===== config.mk =====
export PLATFORM = sky130hd
export DESIGN_NAME = dpc_clock_setup
export DESIGN_NICKNAME = d
export VERILOG_FILES = /design/src/rtl/dpc_pkg.sv /design/src/rtl/dpc_spi_slave.sv /design/src/rtl/dpc_clock_setup.sv
export SDC_FILE = /design/constraint.sdc
export NUM_CORES = 1
export LEC_CHECK = 0
export ABC_AREA = 1
export BUFFER_PORTS_ARGS = -buffer_cell sky130_fd_sc_hd__buf_2
export CELL_PAD_IN_SITES_DETAIL_PLACEMENT = 1
export CELL_PAD_IN_SITES_GLOBAL_PLACEMENT = 2
export CORE_MARGIN = 2
export CORE_UTILIZATION = 33
export DETAILED_ROUTE_END_ITERATION = 10
export PLACE_DENSITY_LB_ADDON = 0.1
export SETUP_SLACK_MARGIN = 0.4
export SLEW_MARGIN = 20
export SYNTH_ARGS = -nofsm -noshare
export SYNTH_HDL_FRONTEND = slang
export SYNTH_SLANG_ARGS = --single-unit

===== constraint.sdc =====
create_clock -name clk_sys_in -period 4.1 [get_ports clk_sys_in]
set_clock_uncertainty 0.1 [all_clocks]
set_input_delay 0.41 -clock clk_sys_in [delete_from_list [all_inputs] [get_ports clk_sys_in]]
set_output_delay 0.41 -clock clk_sys_in [all_outputs]
set_load 0.01 [all_outputs]

===== src/rtl/dpc_pkg.sv =====
// Shared constants and types for the sample-clock PLL setup block.
package dpc_pkg;

   // ****************************************
   // Register offsets
   // ****************************************
   localparam int unsigned ADDR_W           = 15;
   localparam logic [14:0] OFS_PLL_CTRL     = 15'h0083;
   localparam logic [14:0] OFS_STATUS       = 15'h0084;
   localparam logic [14:0] OFS_LOOP_COUNT   = 15'h0085;
   localparam logic [14:0] OFS_LF_A         = 15'h0087;
   localparam logic [14:0] OFS_LF_B         = 15'h0088;
   localparam logic [14:0] OFS_LF_C         = 15'h0089;
   localparam logic [14:0] OFS_CP_CURRENT   = 15'h008a;
   localparam logic [14:0] OFS_VCO_DIV      = 15'h008b;
   localparam logic [14:0] OFS_REF_DIV      = 15'h008c;
   localparam logic [14:0] OFS_CP_TRIM      = 15'h008d;

   // ****************************************
   // Field positions
   // ****************************************
   localparam int unsigned CTRL_SRC_BIT     = 0;
   localparam int unsigned CTRL_ENABLE_BIT  = 4;
   localparam int unsigned STAT_LOCK_BIT    = 1;
   localparam int unsigned STAT_CAL_BIT     = 5;

   // ****************************************
   // Reset values and legal ranges
   // ****************************************
   localparam logic [7:0] RST_CTRL          = 8'h00;
   localparam logic [7:0] RST_LOOP_COUNT    = 8'h08;
   localparam logic [7:0] RST_LF            = 8'h00;
   localparam logic [3:0] RST_LF_C          = 4'h0;
   localparam logic [5:0] RST_CP_CURRENT    = 6'h00;
   localparam logic [1:0] RST_VCO_CODE      = 2'h2;
   localparam logic [2:0] RST_REF_CODE      = 3'h0;
   localparam logic [7:0] RST_CP_TRIM       = 8'h00;
   localparam logic [7:0] LOOP_COUNT_MIN    = 8'h06;
   localparam logic [7:0] LOOP_COUNT_MAX    = 8'h7f;
   localparam logic [2:0] REF_CODE_MAX      = 3'h4;
   localparam logic [1:0] VCO_CODE_MIN      = 2'h1;

   // ****************************************
   // Serial port framing
   // ****************************************
   localparam logic [4:0] SPI_INSTR_BITS    = 5'h10;
   localparam logic [4:0] SPI_FRAME_BITS    = 5'h18;

   typedef enum logic [1:0] {
      CAL_IDLE,
      CAL_RUN,
      CAL_DONE
   } dpc_cal_state_type;

endpackage : dpc_pkg


===== src/rtl/dpc_spi_slave.sv =====
// Serial control port slave: 16-bit instruction then one data byte, mode 0.
`timescale 1ns/1ps
`default_nettype none
module dpc_spi_slave (
   input  wire logic        clk_sys_in,
   input  wire logic        rst_in,
   input  wire logic        cs_n_in,
   input  wire logic        sclk_in,
   input  wire logic        sdi_in,
   input  wire logic [7:0]  rd_data_in,
   output logic             sdo_out,
   output logic             sdo_oe_out,
   output logic [14:0]      addr_out,
   output logic             wr_strobe_out,
   output logic [7:0]       wr_data_out
);

   typedef struct packed {
      logic [2:0]  cs_sync;
      logic [2:0]  sclk_sync;
      logic [2:0]  sdi_sync;
      logic        cs_n;
      logic        sclk;
      logic        sdi;
      logic [4:0]  cnt;
      logic [15:0] instr;
      logic [7:0]  data;
      logic [7:0]  out_shift;
      logic        sdo;
      logic        sdo_oe;
      logic        wr_strobe;
      logic [14:0] addr;
   } dpc_spi_state_type;

   dpc_spi_state_type q;
   dpc_spi_state_type next_q;

   // ****************************************
   // Next state
   // ****************************************
   // The pins are oversampled, so the serial clock must stay well below a
   // quarter of the system clock for every edge to be seen.
   always_comb begin
      next_q = q;
      next_q.wr_strobe = 1'b0;
      next_q.cs_sync   = {q.cs_sync[1:0], cs_n_in};
      next_q.sclk_sync = {q.sclk_sync[1:0], sclk_in};
      next_q.sdi_sync  = {q.sdi_sync[1:0], sdi_in};
      if (q.cs_sync[1] == q.cs_sync[2]) begin
         next_q.cs_n = q.cs_sync[2];
      end
      if (q.sclk_sync[1] == q.sclk_sync[2]) begin
         next_q.sclk = q.sclk_sync[2];
      end
      if (q.sdi_sync[1] == q.sdi_sync[2]) begin
         next_q.sdi = q.sdi_sync[2];
      end
      if (q.cs_n) begin
         next_q.cnt    = 5'h00;
         next_q.sdo_oe = 1'b0;
      end else if (next_q.sclk && !q.sclk) begin
         if (q.cnt < dpc_pkg::SPI_INSTR_BITS) begin
            next_q.instr = {q.instr[14:0], q.sdi};
            if (q.cnt == dpc_pkg::SPI_INSTR_BITS - 5'h01) begin
               next_q.addr = {q.instr[13:0], q.sdi};
            end
         end else if (q.cnt < dpc_pkg::SPI_FRAME_BITS) begin
            next_q.data = {q.data[6:0], q.sdi};
            if (q.cnt == dpc_pkg::SPI_FRAME_BITS - 5'h01 && !q.instr[15]) begin
               next_q.wr_strobe = 1'b1;
            end
         end
         if (q.cnt != dpc_pkg::SPI_FRAME_BITS) begin
            next_q.cnt = q.cnt + 5'h01;
         end
      end else if (!next_q.sclk && q.sclk && q.instr[15]) begin
         if (q.cnt == dpc_pkg::SPI_INSTR_BITS) begin
            next_q.out_shift = rd_data_in;
            next_q.sdo       = rd_data_in[7];
            next_q.sdo_oe    = 1'b1;
         end else if (q.cnt < dpc_pkg::SPI_FRAME_BITS) begin
            next_q.out_shift = {q.out_shift[6:0], 1'b0};
            next_q.sdo       = q.out_shift[6];
         end else begin
            next_q.sdo_oe = 1'b0;
         end
      end
   end

   always_ff @(posedge clk_sys_in or posedge rst_in) begin
      if (rst_in) begin
         q <= '{cs_sync: 3'h7, sclk_sync: 3'h0, sdi_sync: 3'h0, cs_n: 1'b1,
                sclk: 1'b0, sdi: 1'b0, cnt: 5'h00, instr: 16'h0000, data: 8'h00,
                out_shift: 8'h00, sdo: 1'b0, sdo_oe: 1'b0, wr_strobe: 1'b0,
                addr: 15'h0000};
      end else begin
         q <= next_q;
      end
   end

   assign sdo_out       = q.sdo;
   assign sdo_oe_out    = q.sdo_oe;
   assign addr_out      = q.addr;
   assign wr_strobe_out = q.wr_strobe;
   assign wr_data_out   = q.data;

endmodule : dpc_spi_slave
`default_nettype wire


===== src/rtl/dpc_clock_setup.sv =====
// Sample-clock PLL configuration registers, calibration control and lock report.
//
// Behaviour
// - Sample clock comes from the clock input directly or from the PLL.
// - Reference divider code 0..4 selects ratio 1, 2, 4, 8, 16.
// - Loop divide count held at 0x85 accepts only values 6 through 127.
// - VCO divider code 1, 2, 3 selects ratio 4, 8, 16.
// - Six-bit charge pump current code held at 0x8a bits 5:0.
// - First enable calibrates charge pump, then sets status bit 5.
// - Five four-bit loop filter codes held at 0x87 through 0x89.
// - Lock is reported on status bit 1.
`timescale 1ns/1ps
`default_nettype none
module dpc_clock_setup (
   input  wire logic        clk_sys_in,
   input  wire logic        rst_in,
   input  wire logic        spi_cs_n_in,
   input  wire logic        spi_sclk_in,
   input  wire logic        spi_sdi_in,
   output logic             spi_sdo_out,
   output logic             spi_sdo_oe_out,
   input  wire logic        pll_lock_in,
   input  wire logic        cal_done_in,
   output logic             pll_enable_out,
   output logic             sample_clock_from_pll_out,
   output logic             cal_start_out,
   output logic             cal_complete_out,
   output logic             pll_locked_out,
   output logic [2:0]       ref_divider_code_out,
   output logic [5:0]       ref_divide_ratio_out,
   output logic [1:0]       vco_divider_code_out,
   output logic [4:0]       vco_divide_ratio_out,
   output logic [7:0]       loop_divide_count_out,
   output logic [5:0]       charge_pump_current_out,
   output logic [3:0]       loop_filter_code0_out,
   output logic [3:0]       loop_filter_code1_out,
   output logic [3:0]       loop_filter_code2_out,
   output logic [3:0]       loop_filter_code3_out,
   output logic [3:0]       loop_filter_code4_out,
   output logic [7:0]       charge_pump_trim_out
);

   typedef struct packed {
      logic [7:0]                 ctrl;
      logic [7:0]                 loop_count;
      logic [7:0]                 lf_a;
      logic [7:0]                 lf_b;
      logic [3:0]                 lf_c;
      logic [5:0]                 cp_current;
      logic [1:0]                 vco_code;
      logic [4:0]                 vco_ratio;
      logic [2:0]                 ref_code;
      logic [5:0]                 ref_ratio;
      logic [7:0]                 cp_trim;
      logic [2:0]                 lock_sync;
      logic                       lock_stable;
      logic [2:0]                 done_sync;
      logic                       done_stable;
      logic                       en_prev;
      dpc_pkg::dpc_cal_state_type cal_state;
      logic                       cal_start;
      logic                       cal_complete;
      logic                       locked;
      logic                       from_pll;
   } dpc_top_state_type;

   dpc_top_state_type q;
   dpc_top_state_type next_q;

   logic [14:0] bus_addr;
   logic        bus_wr;
   logic [7:0]  bus_wr_data;
   logic [7:0]  bus_rd_data;

   // ****************************************
   // Helper functions
   // ****************************************
   function automatic logic [5:0] ref_ratio_of(input logic [2:0] code);
      ref_ratio_of = 6'(6'h01 << code);
   endfunction : ref_ratio_of

   function automatic logic [4:0] vco_ratio_of(input logic [1:0] code);
      vco_ratio_of = 5'(5'h02 << code);
   endfunction : vco_ratio_of

   // ****************************************
   // Serial control port
   // ****************************************
   dpc_spi_slave u_spi (
      .clk_sys_in    (clk_sys_in),
      .rst_in        (rst_in),
      .cs_n_in       (spi_cs_n_in),
      .sclk_in       (spi_sclk_in),
      .sdi_in        (spi_sdi_in),
      .rd_data_in    (bus_rd_data),
      .sdo_out       (spi_sdo_out),
      .sdo_oe_out    (spi_sdo_oe_out),
      .addr_out      (bus_addr),
      .wr_strobe_out (bus_wr),
      .wr_data_out   (bus_wr_data)
   );

   // ****************************************
   // Register read-back
   // ****************************************
   // Unmapped addresses and reserved bits read as zero, except that the control register at 0x83 reads back all eight bits as written.
   always_comb begin
      unique case (bus_addr)
         dpc_pkg::OFS_PLL_CTRL:   bus_rd_data = q.ctrl;
         dpc_pkg::OFS_STATUS: begin
            bus_rd_data = 8'h00;
            bus_rd_data[dpc_pkg::STAT_CAL_BIT]  = q.cal_complete;
            bus_rd_data[dpc_pkg::STAT_LOCK_BIT] = q.locked;
         end
         dpc_pkg::OFS_LOOP_COUNT: bus_rd_data = q.loop_count;
         dpc_pkg::OFS_LF_A:       bus_rd_data = q.lf_a;
         dpc_pkg::OFS_LF_B:       bus_rd_data = q.lf_b;
         dpc_pkg::OFS_LF_C:       bus_rd_data = {4'h0, q.lf_c};
         dpc_pkg::OFS_CP_CURRENT: bus_rd_data = {2'h0, q.cp_current};
         dpc_pkg::OFS_VCO_DIV:    bus_rd_data = {6'h00, q.vco_code};
         dpc_pkg::OFS_REF_DIV:    bus_rd_data = {5'h00, q.ref_code};
         dpc_pkg::OFS_CP_TRIM:    bus_rd_data = q.cp_trim;
         default:                 bus_rd_data = 8'h00;
      endcase
   end

   // ****************************************
   // Next state
   // ****************************************
   always_comb begin
      next_q = q;
      if (bus_wr) begin
         unique case (bus_addr)
            dpc_pkg::OFS_PLL_CTRL: next_q.ctrl = bus_wr_data;
            dpc_pkg::OFS_LOOP_COUNT: begin
               // Out-of-range counts would leave the loop divider undefined, so
               // such a write keeps the previous count.
               if (bus_wr_data >= dpc_pkg::LOOP_COUNT_MIN &&
                   bus_wr_data <= dpc_pkg::LOOP_COUNT_MAX) begin
                  next_q.loop_count = bus_wr_data;
               end
            end
            dpc_pkg::OFS_LF_A:       next_q.lf_a = bus_wr_data;
            dpc_pkg::OFS_LF_B:       next_q.lf_b = bus_wr_data;
            dpc_pkg::OFS_LF_C:       next_q.lf_c = bus_wr_data[3:0];
            dpc_pkg::OFS_CP_CURRENT: next_q.cp_current = bus_wr_data[5:0];
            dpc_pkg::OFS_VCO_DIV: begin
               if (bus_wr_data[1:0] >= dpc_pkg::VCO_CODE_MIN) begin
                  next_q.vco_code = bus_wr_data[1:0];
               end
            end
            dpc_pkg::OFS_REF_DIV: begin
               if (bus_wr_data[2:0] <= dpc_pkg::REF_CODE_MAX) begin
                  next_q.ref_code = bus_wr_data[2:0];
               end
            end
            dpc_pkg::OFS_CP_TRIM:    next_q.cp_trim = bus_wr_data;
            default: begin
            end
         endcase
      end
      next_q.ref_ratio = ref_ratio_of(next_q.ref_code);
      next_q.vco_ratio = vco_ratio_of(next_q.vco_code);

      // Analog status lines are asynchronous; a change counts once the second
      // and third stages agree.
      next_q.lock_sync = {q.lock_sync[1:0], pll_lock_in};
      next_q.done_sync = {q.done_sync[1:0], cal_done_in};
      if (q.lock_sync[1] == q.lock_sync[2]) begin
         next_q.lock_stable = q.lock_sync[2];
      end
      if (q.done_sync[1] == q.done_sync[2]) begin
         next_q.done_stable = q.done_sync[2];
      end

      next_q.en_prev = q.ctrl[dpc_pkg::CTRL_ENABLE_BIT];
      unique case (q.cal_state)
         dpc_pkg::CAL_IDLE: begin
            // Calibration uses whatever codes are loaded at the enable edge.
            if (q.ctrl[dpc_pkg::CTRL_ENABLE_BIT] && !q.en_prev) begin
               next_q.cal_state = dpc_pkg::CAL_RUN;
               next_q.cal_start = 1'b1;
            end
         end
         dpc_pkg::CAL_RUN: begin
            if (!q.ctrl[dpc_pkg::CTRL_ENABLE_BIT]) begin
               // An aborted run leaves the pump uncalibrated for the next enable.
               next_q.cal_state = dpc_pkg::CAL_IDLE;
               next_q.cal_start = 1'b0;
            end else if (q.done_stable) begin
               next_q.cal_state    = dpc_pkg::CAL_DONE;
               next_q.cal_start    = 1'b0;
               next_q.cal_complete = 1'b1;
            end
         end
         dpc_pkg::CAL_DONE: begin
            next_q.cal_complete = 1'b1;
         end
         default: begin
            next_q.cal_state = dpc_pkg::CAL_IDLE;
            next_q.cal_start = 1'b0;
         end
      endcase

      next_q.locked   = q.lock_stable && q.ctrl[dpc_pkg::CTRL_ENABLE_BIT];
      next_q.from_pll = q.ctrl[dpc_pkg::CTRL_SRC_BIT] &&
                        q.ctrl[dpc_pkg::CTRL_ENABLE_BIT];
   end

   always_ff @(posedge clk_sys_in or posedge rst_in) begin
      if (rst_in) begin
         q <= '{ctrl: dpc_pkg::RST_CTRL, loop_count: dpc_pkg::RST_LOOP_COUNT,
                lf_a: dpc_pkg::RST_LF, lf_b: dpc_pkg::RST_LF, lf_c: dpc_pkg::RST_LF_C,
                cp_current: dpc_pkg::RST_CP_CURRENT, vco_code: dpc_pkg::RST_VCO_CODE,
                vco_ratio: 5'h08, ref_code: dpc_pkg::RST_REF_CODE, ref_ratio: 6'h01,
                cp_trim: dpc_pkg::RST_CP_TRIM, lock_sync: 3'h0, lock_stable: 1'b0,
                done_sync: 3'h0, done_stable: 1'b0, en_prev: 1'b0,
                cal_state: dpc_pkg::CAL_IDLE, cal_start: 1'b0, cal_complete: 1'b0,
                locked: 1'b0, from_pll: 1'b0};
      end else begin
         q <= next_q;
      end
   end

   // ****************************************
   // Outputs
   // ****************************************
   assign pll_enable_out            = q.ctrl[dpc_pkg::CTRL_ENABLE_BIT];
   assign sample_clock_from_pll_out = q.from_pll;
   assign cal_start_out             = q.cal_start;
   assign cal_complete_out          = q.cal_complete;
   assign pll_locked_out            = q.locked;
   assign ref_divider_code_out      = q.ref_code;
   assign ref_divide_ratio_out      = q.ref_ratio;
   assign vco_divider_code_out      = q.vco_code;
   assign vco_divide_ratio_out      = q.vco_ratio;
   assign loop_divide_count_out     = q.loop_count;
   assign charge_pump_current_out   = q.cp_current;
   assign loop_filter_code0_out     = q.lf_a[3:0];
   assign loop_filter_code1_out     = q.lf_a[7:4];
   assign loop_filter_code2_out     = q.lf_b[3:0];
   assign loop_filter_code3_out     = q.lf_b[7:4];
   assign loop_filter_code4_out     = q.lf_c;
   assign charge_pump_trim_out      = q.cp_trim;

endmodule : dpc_clock_setup
`default_nettype wire


==> results.toml <==
[global_route]
gr-usage-all-layers_pct = 17.7
met2_usage_pct = 29.3
grt_pass1_vias = 5177
met3_usage_pct = 3.70
antenna_found_initial = 0
grt_max_degree = 53
grt_pass1_wl_mm = 29.3
grt_overflow_total = 0
grt_util_met1_pct = 23.4
grt-busiest-layer = "met2"

[synth]
yosysWarnings = 0
ys_top_cells_by_area = "dfrtp_1 50%, nand2_1 9.5%, buf_4 6.7%, o21ai_0 5.4%, inv_1 4.1%"
syn-instance-count = 759
synth_top_area_share_pct = 50.2
syn_area_sq_um = 6830
ys_seq_area_share_pct = 53.3
async_flop_share_pct = 100
ys.flop_type = "dfrtp_1"
ys_seq_elements = 145
yosysTopAreaCell = "dfrtp_1"
synth_cell_type_count = 36
syn-num-nets = 769
avgSynthCellArea_sq_um = 8.99
synth_edf_count = 0

[final_layout]
fillers = 2397
n_antenna_cell = 0
drive_gt1_share_pct = 20.6
design_area_sq_um = 7660
syn2layout_area_growth_pct = 12.3
final_net_count = 792
final_cell_mix = "173 x nand2_1, 137 x dfrtp_1, 74 x inv_1, 74 x o21ai_0, 70 x buf_2"
final_common_cell = "nand2_1"

[sta]
period_minus_slack_ns = 2.52
setup_ws_ns = 1.58
max_freq_ghz = 0.397
finalMaxSlewViolations = 0
worst_slew_pin_slew_ns = 0.992
relSlewSlack_pct = 33.7
whs_ns = 0.249
finalSetupViolations = 0
finalSetupTns_ns = 0
period_share_pct = 61.4
rsz0062_at_grt = "no"
hold_viol = 0

[clock_tree]
htreeDepth = 4
cts_max_path_buffers = 2
postCtsSetupBuffers = 0
cts_made_buffers = 17
clk_pin_slew_ns = 0.07
cts_tree = "built"
clock_latency_ns = 0.42
cts.sinks = 145
cts_resized = 0
hold_buffers = 5
cts-root-buf = "clkbuf_16"

[critical_path]
worstSetupPathType = "reg -> reg"
worst_ep_arrival_time_ns = 2.77
worst_path_most_repeated_cell = "nand2_1"
reg2regPathDepth = 10
path_cells = "nor2_1, nand2_1, nor2_4, buf_4, nand2_1, o21ai_0, nor2_1, nand3_1, nand3_1, nand2_1"
critPathSlowestCell = "nor2_4"
cp_max_fo = 26
max_stage_delay_ns = 0.50
endpoint_kind = "flip-flop"
setup.worst_path.start_class = "flip-flop"
cp.required_ns = 4.36

[floorplanning]
die_x_microns = 148
ios = 72
initial_core_util_pct = 33.6
row_count = 52
dieHeight_microns = 148
die-area_sq_um = 21900
coreArea_sq_um = 20300

[detailed_routing]
routed_wl_mm = 18.1
via_count = 4989
drt-initial-drc-count = 232
avgRoutedWirePerCell_microns = 17.0
viasPerCell = 4.68
drt_first_pass_iters = 4
drcViolationCount = 0
antenna_left = 0

[worst_hold_path]
min_path_cells = 0
hold_path_class = "reg -> reg"

[power]
power.density_cell_area_nw_per_um2 = 407
peakVddDrop_mv = 0.276
total_power_mw = 3.12
power_leakage_nw = 3.67

[job]
cap_violations = 0

[placement]
dpl_cell_area_sq_um = 7000
dp_slack_ns = 1.58
gp_congestion = 0.799
dp_hpwl_mm = 13.4
io_buffer_count = 70

[status]
status = "completed"
synthesized netlist by cell type (2+ instances only):
cell,instances
buf_2,4
nand3_2,4
inv_2,4
o21ai_1,2
nor2_4,10
o21ai_0,74
o21ai_2,9
dfstp_2,8
inv_1,75
o31ai_2,3
nand3_1,50
nand2_1,173
buf_4,61
a21oi_1,12
nand2_4,3
o22ai_1,2
or2_2,3
o31ai_1,2
nand2_2,3
nand4_1,13
o21a_1,19
ha_1,3
dfrtp_1,137
clkbuf_1,7
nor2_1,54
buf_6,6
maj3_1,4
nor2_2,6
stage by stage:
stage | util [%] | instances
4_1_cts | 37.6 | 1062
3_3_place_gp | 34.5 | 1025
2_1_floorplan | - | 759
6_report | 37.8 | 1065
5_1_grt | 37.8 | 1065
3_5_place_dp | 34.5 | 1025
where the power goes:
group	internal (mW)	switching [mW]
clock	0.862	0.656
combinational	0.0361	0.0750
sequential	1.47	0.0213
path summary, 6_finish.rpt:
path                                         from  slack [ns]          endpoint
min in group asynchronous                  rst_in        0.45       u_spi.q[60]
worst max register to register  u_spi.addr_out[8]        1.58       u_spi.q[18]
max in group asynchronous                  rst_in        2.80       u_spi.q[57]
worst min-delay path             u_spi.next_q[59]        0.25  u_spi.next_q[60]
worst max-delay path            u_spi.addr_out[8]        1.58       u_spi.q[18]
worst min register to register   u_spi.next_q[59]        0.25  u_spi.next_q[60]
critical path, delay by kind of cell, from the launching register on:
family / cells / cell delay (ns)
simple gates: 8 / 1.28
buf+inv: 1 / 0.40
flops: 1 / 0.38
compound gates: 1 / 0.30
layer usage:
metal	vias to the layer above	share of wire [%]	wire (microns)
met5	-	0	0
met2	69	49	8850
li1	2431	-	-
met3	17	2.8	513
met4	0	1.5	273
met1	2472	47	8510
sequential cells by signal, indices dropped and copies added, names as in the netlist, 2 cells and up:
signal / flops
u_spi.addr_out: 15
charge_pump_trim_out: 8
vco_divider_code_out: 2
next_q: 4
loop_filter_code0_out: 4
loop_filter_code1_out: 4
u_spi.next_q: 6
vco_divide_ratio_out: 4
loop_filter_code3_out: 4
u_spi.wr_data_out: 8
loop_filter_code4_out: 4
loop_filter_code2_out: 4
loop_divide_count_out: 8
u_spi.q: 34
ref_divider_code_out: 3
ref_divide_ratio_out: 6
charge_pump_current_out: 6
q: 14
layout make-up:
type / instances / area [sq um] / share of cell area [%]
inverters: 80 / 304 / 3.97
clock inverters: 13 / 129 / 1.68
well taps: 270 / 338 / 4.41
clock buffers: 19 / 443 / 5.78
flip-flops and latches: 145 / 3640 / 47.5
multi-input cells: 456 / 2320 / 30.2
repair buffers: 82 / 497 / 6.48
cells by family (layout without fill, tap and decap cells):
| family | after synthesis | after routing | synth area share [%] |
|---|---|---|---|
| other cells | 1 | 1 | 0.0549 |
| simple gates | 324 | 324 | 21.9 |
| fa+ha+maj | 7 | 7 | 1.14 |
| compound gates | 123 | 123 | 10.6 |
| flops | 145 | 145 | 53.3 |
| mux | 1 | 1 | 0.165 |
| buf+inv | 158 | 194 | 12.8 |
(Power assumes the default switching activity.)
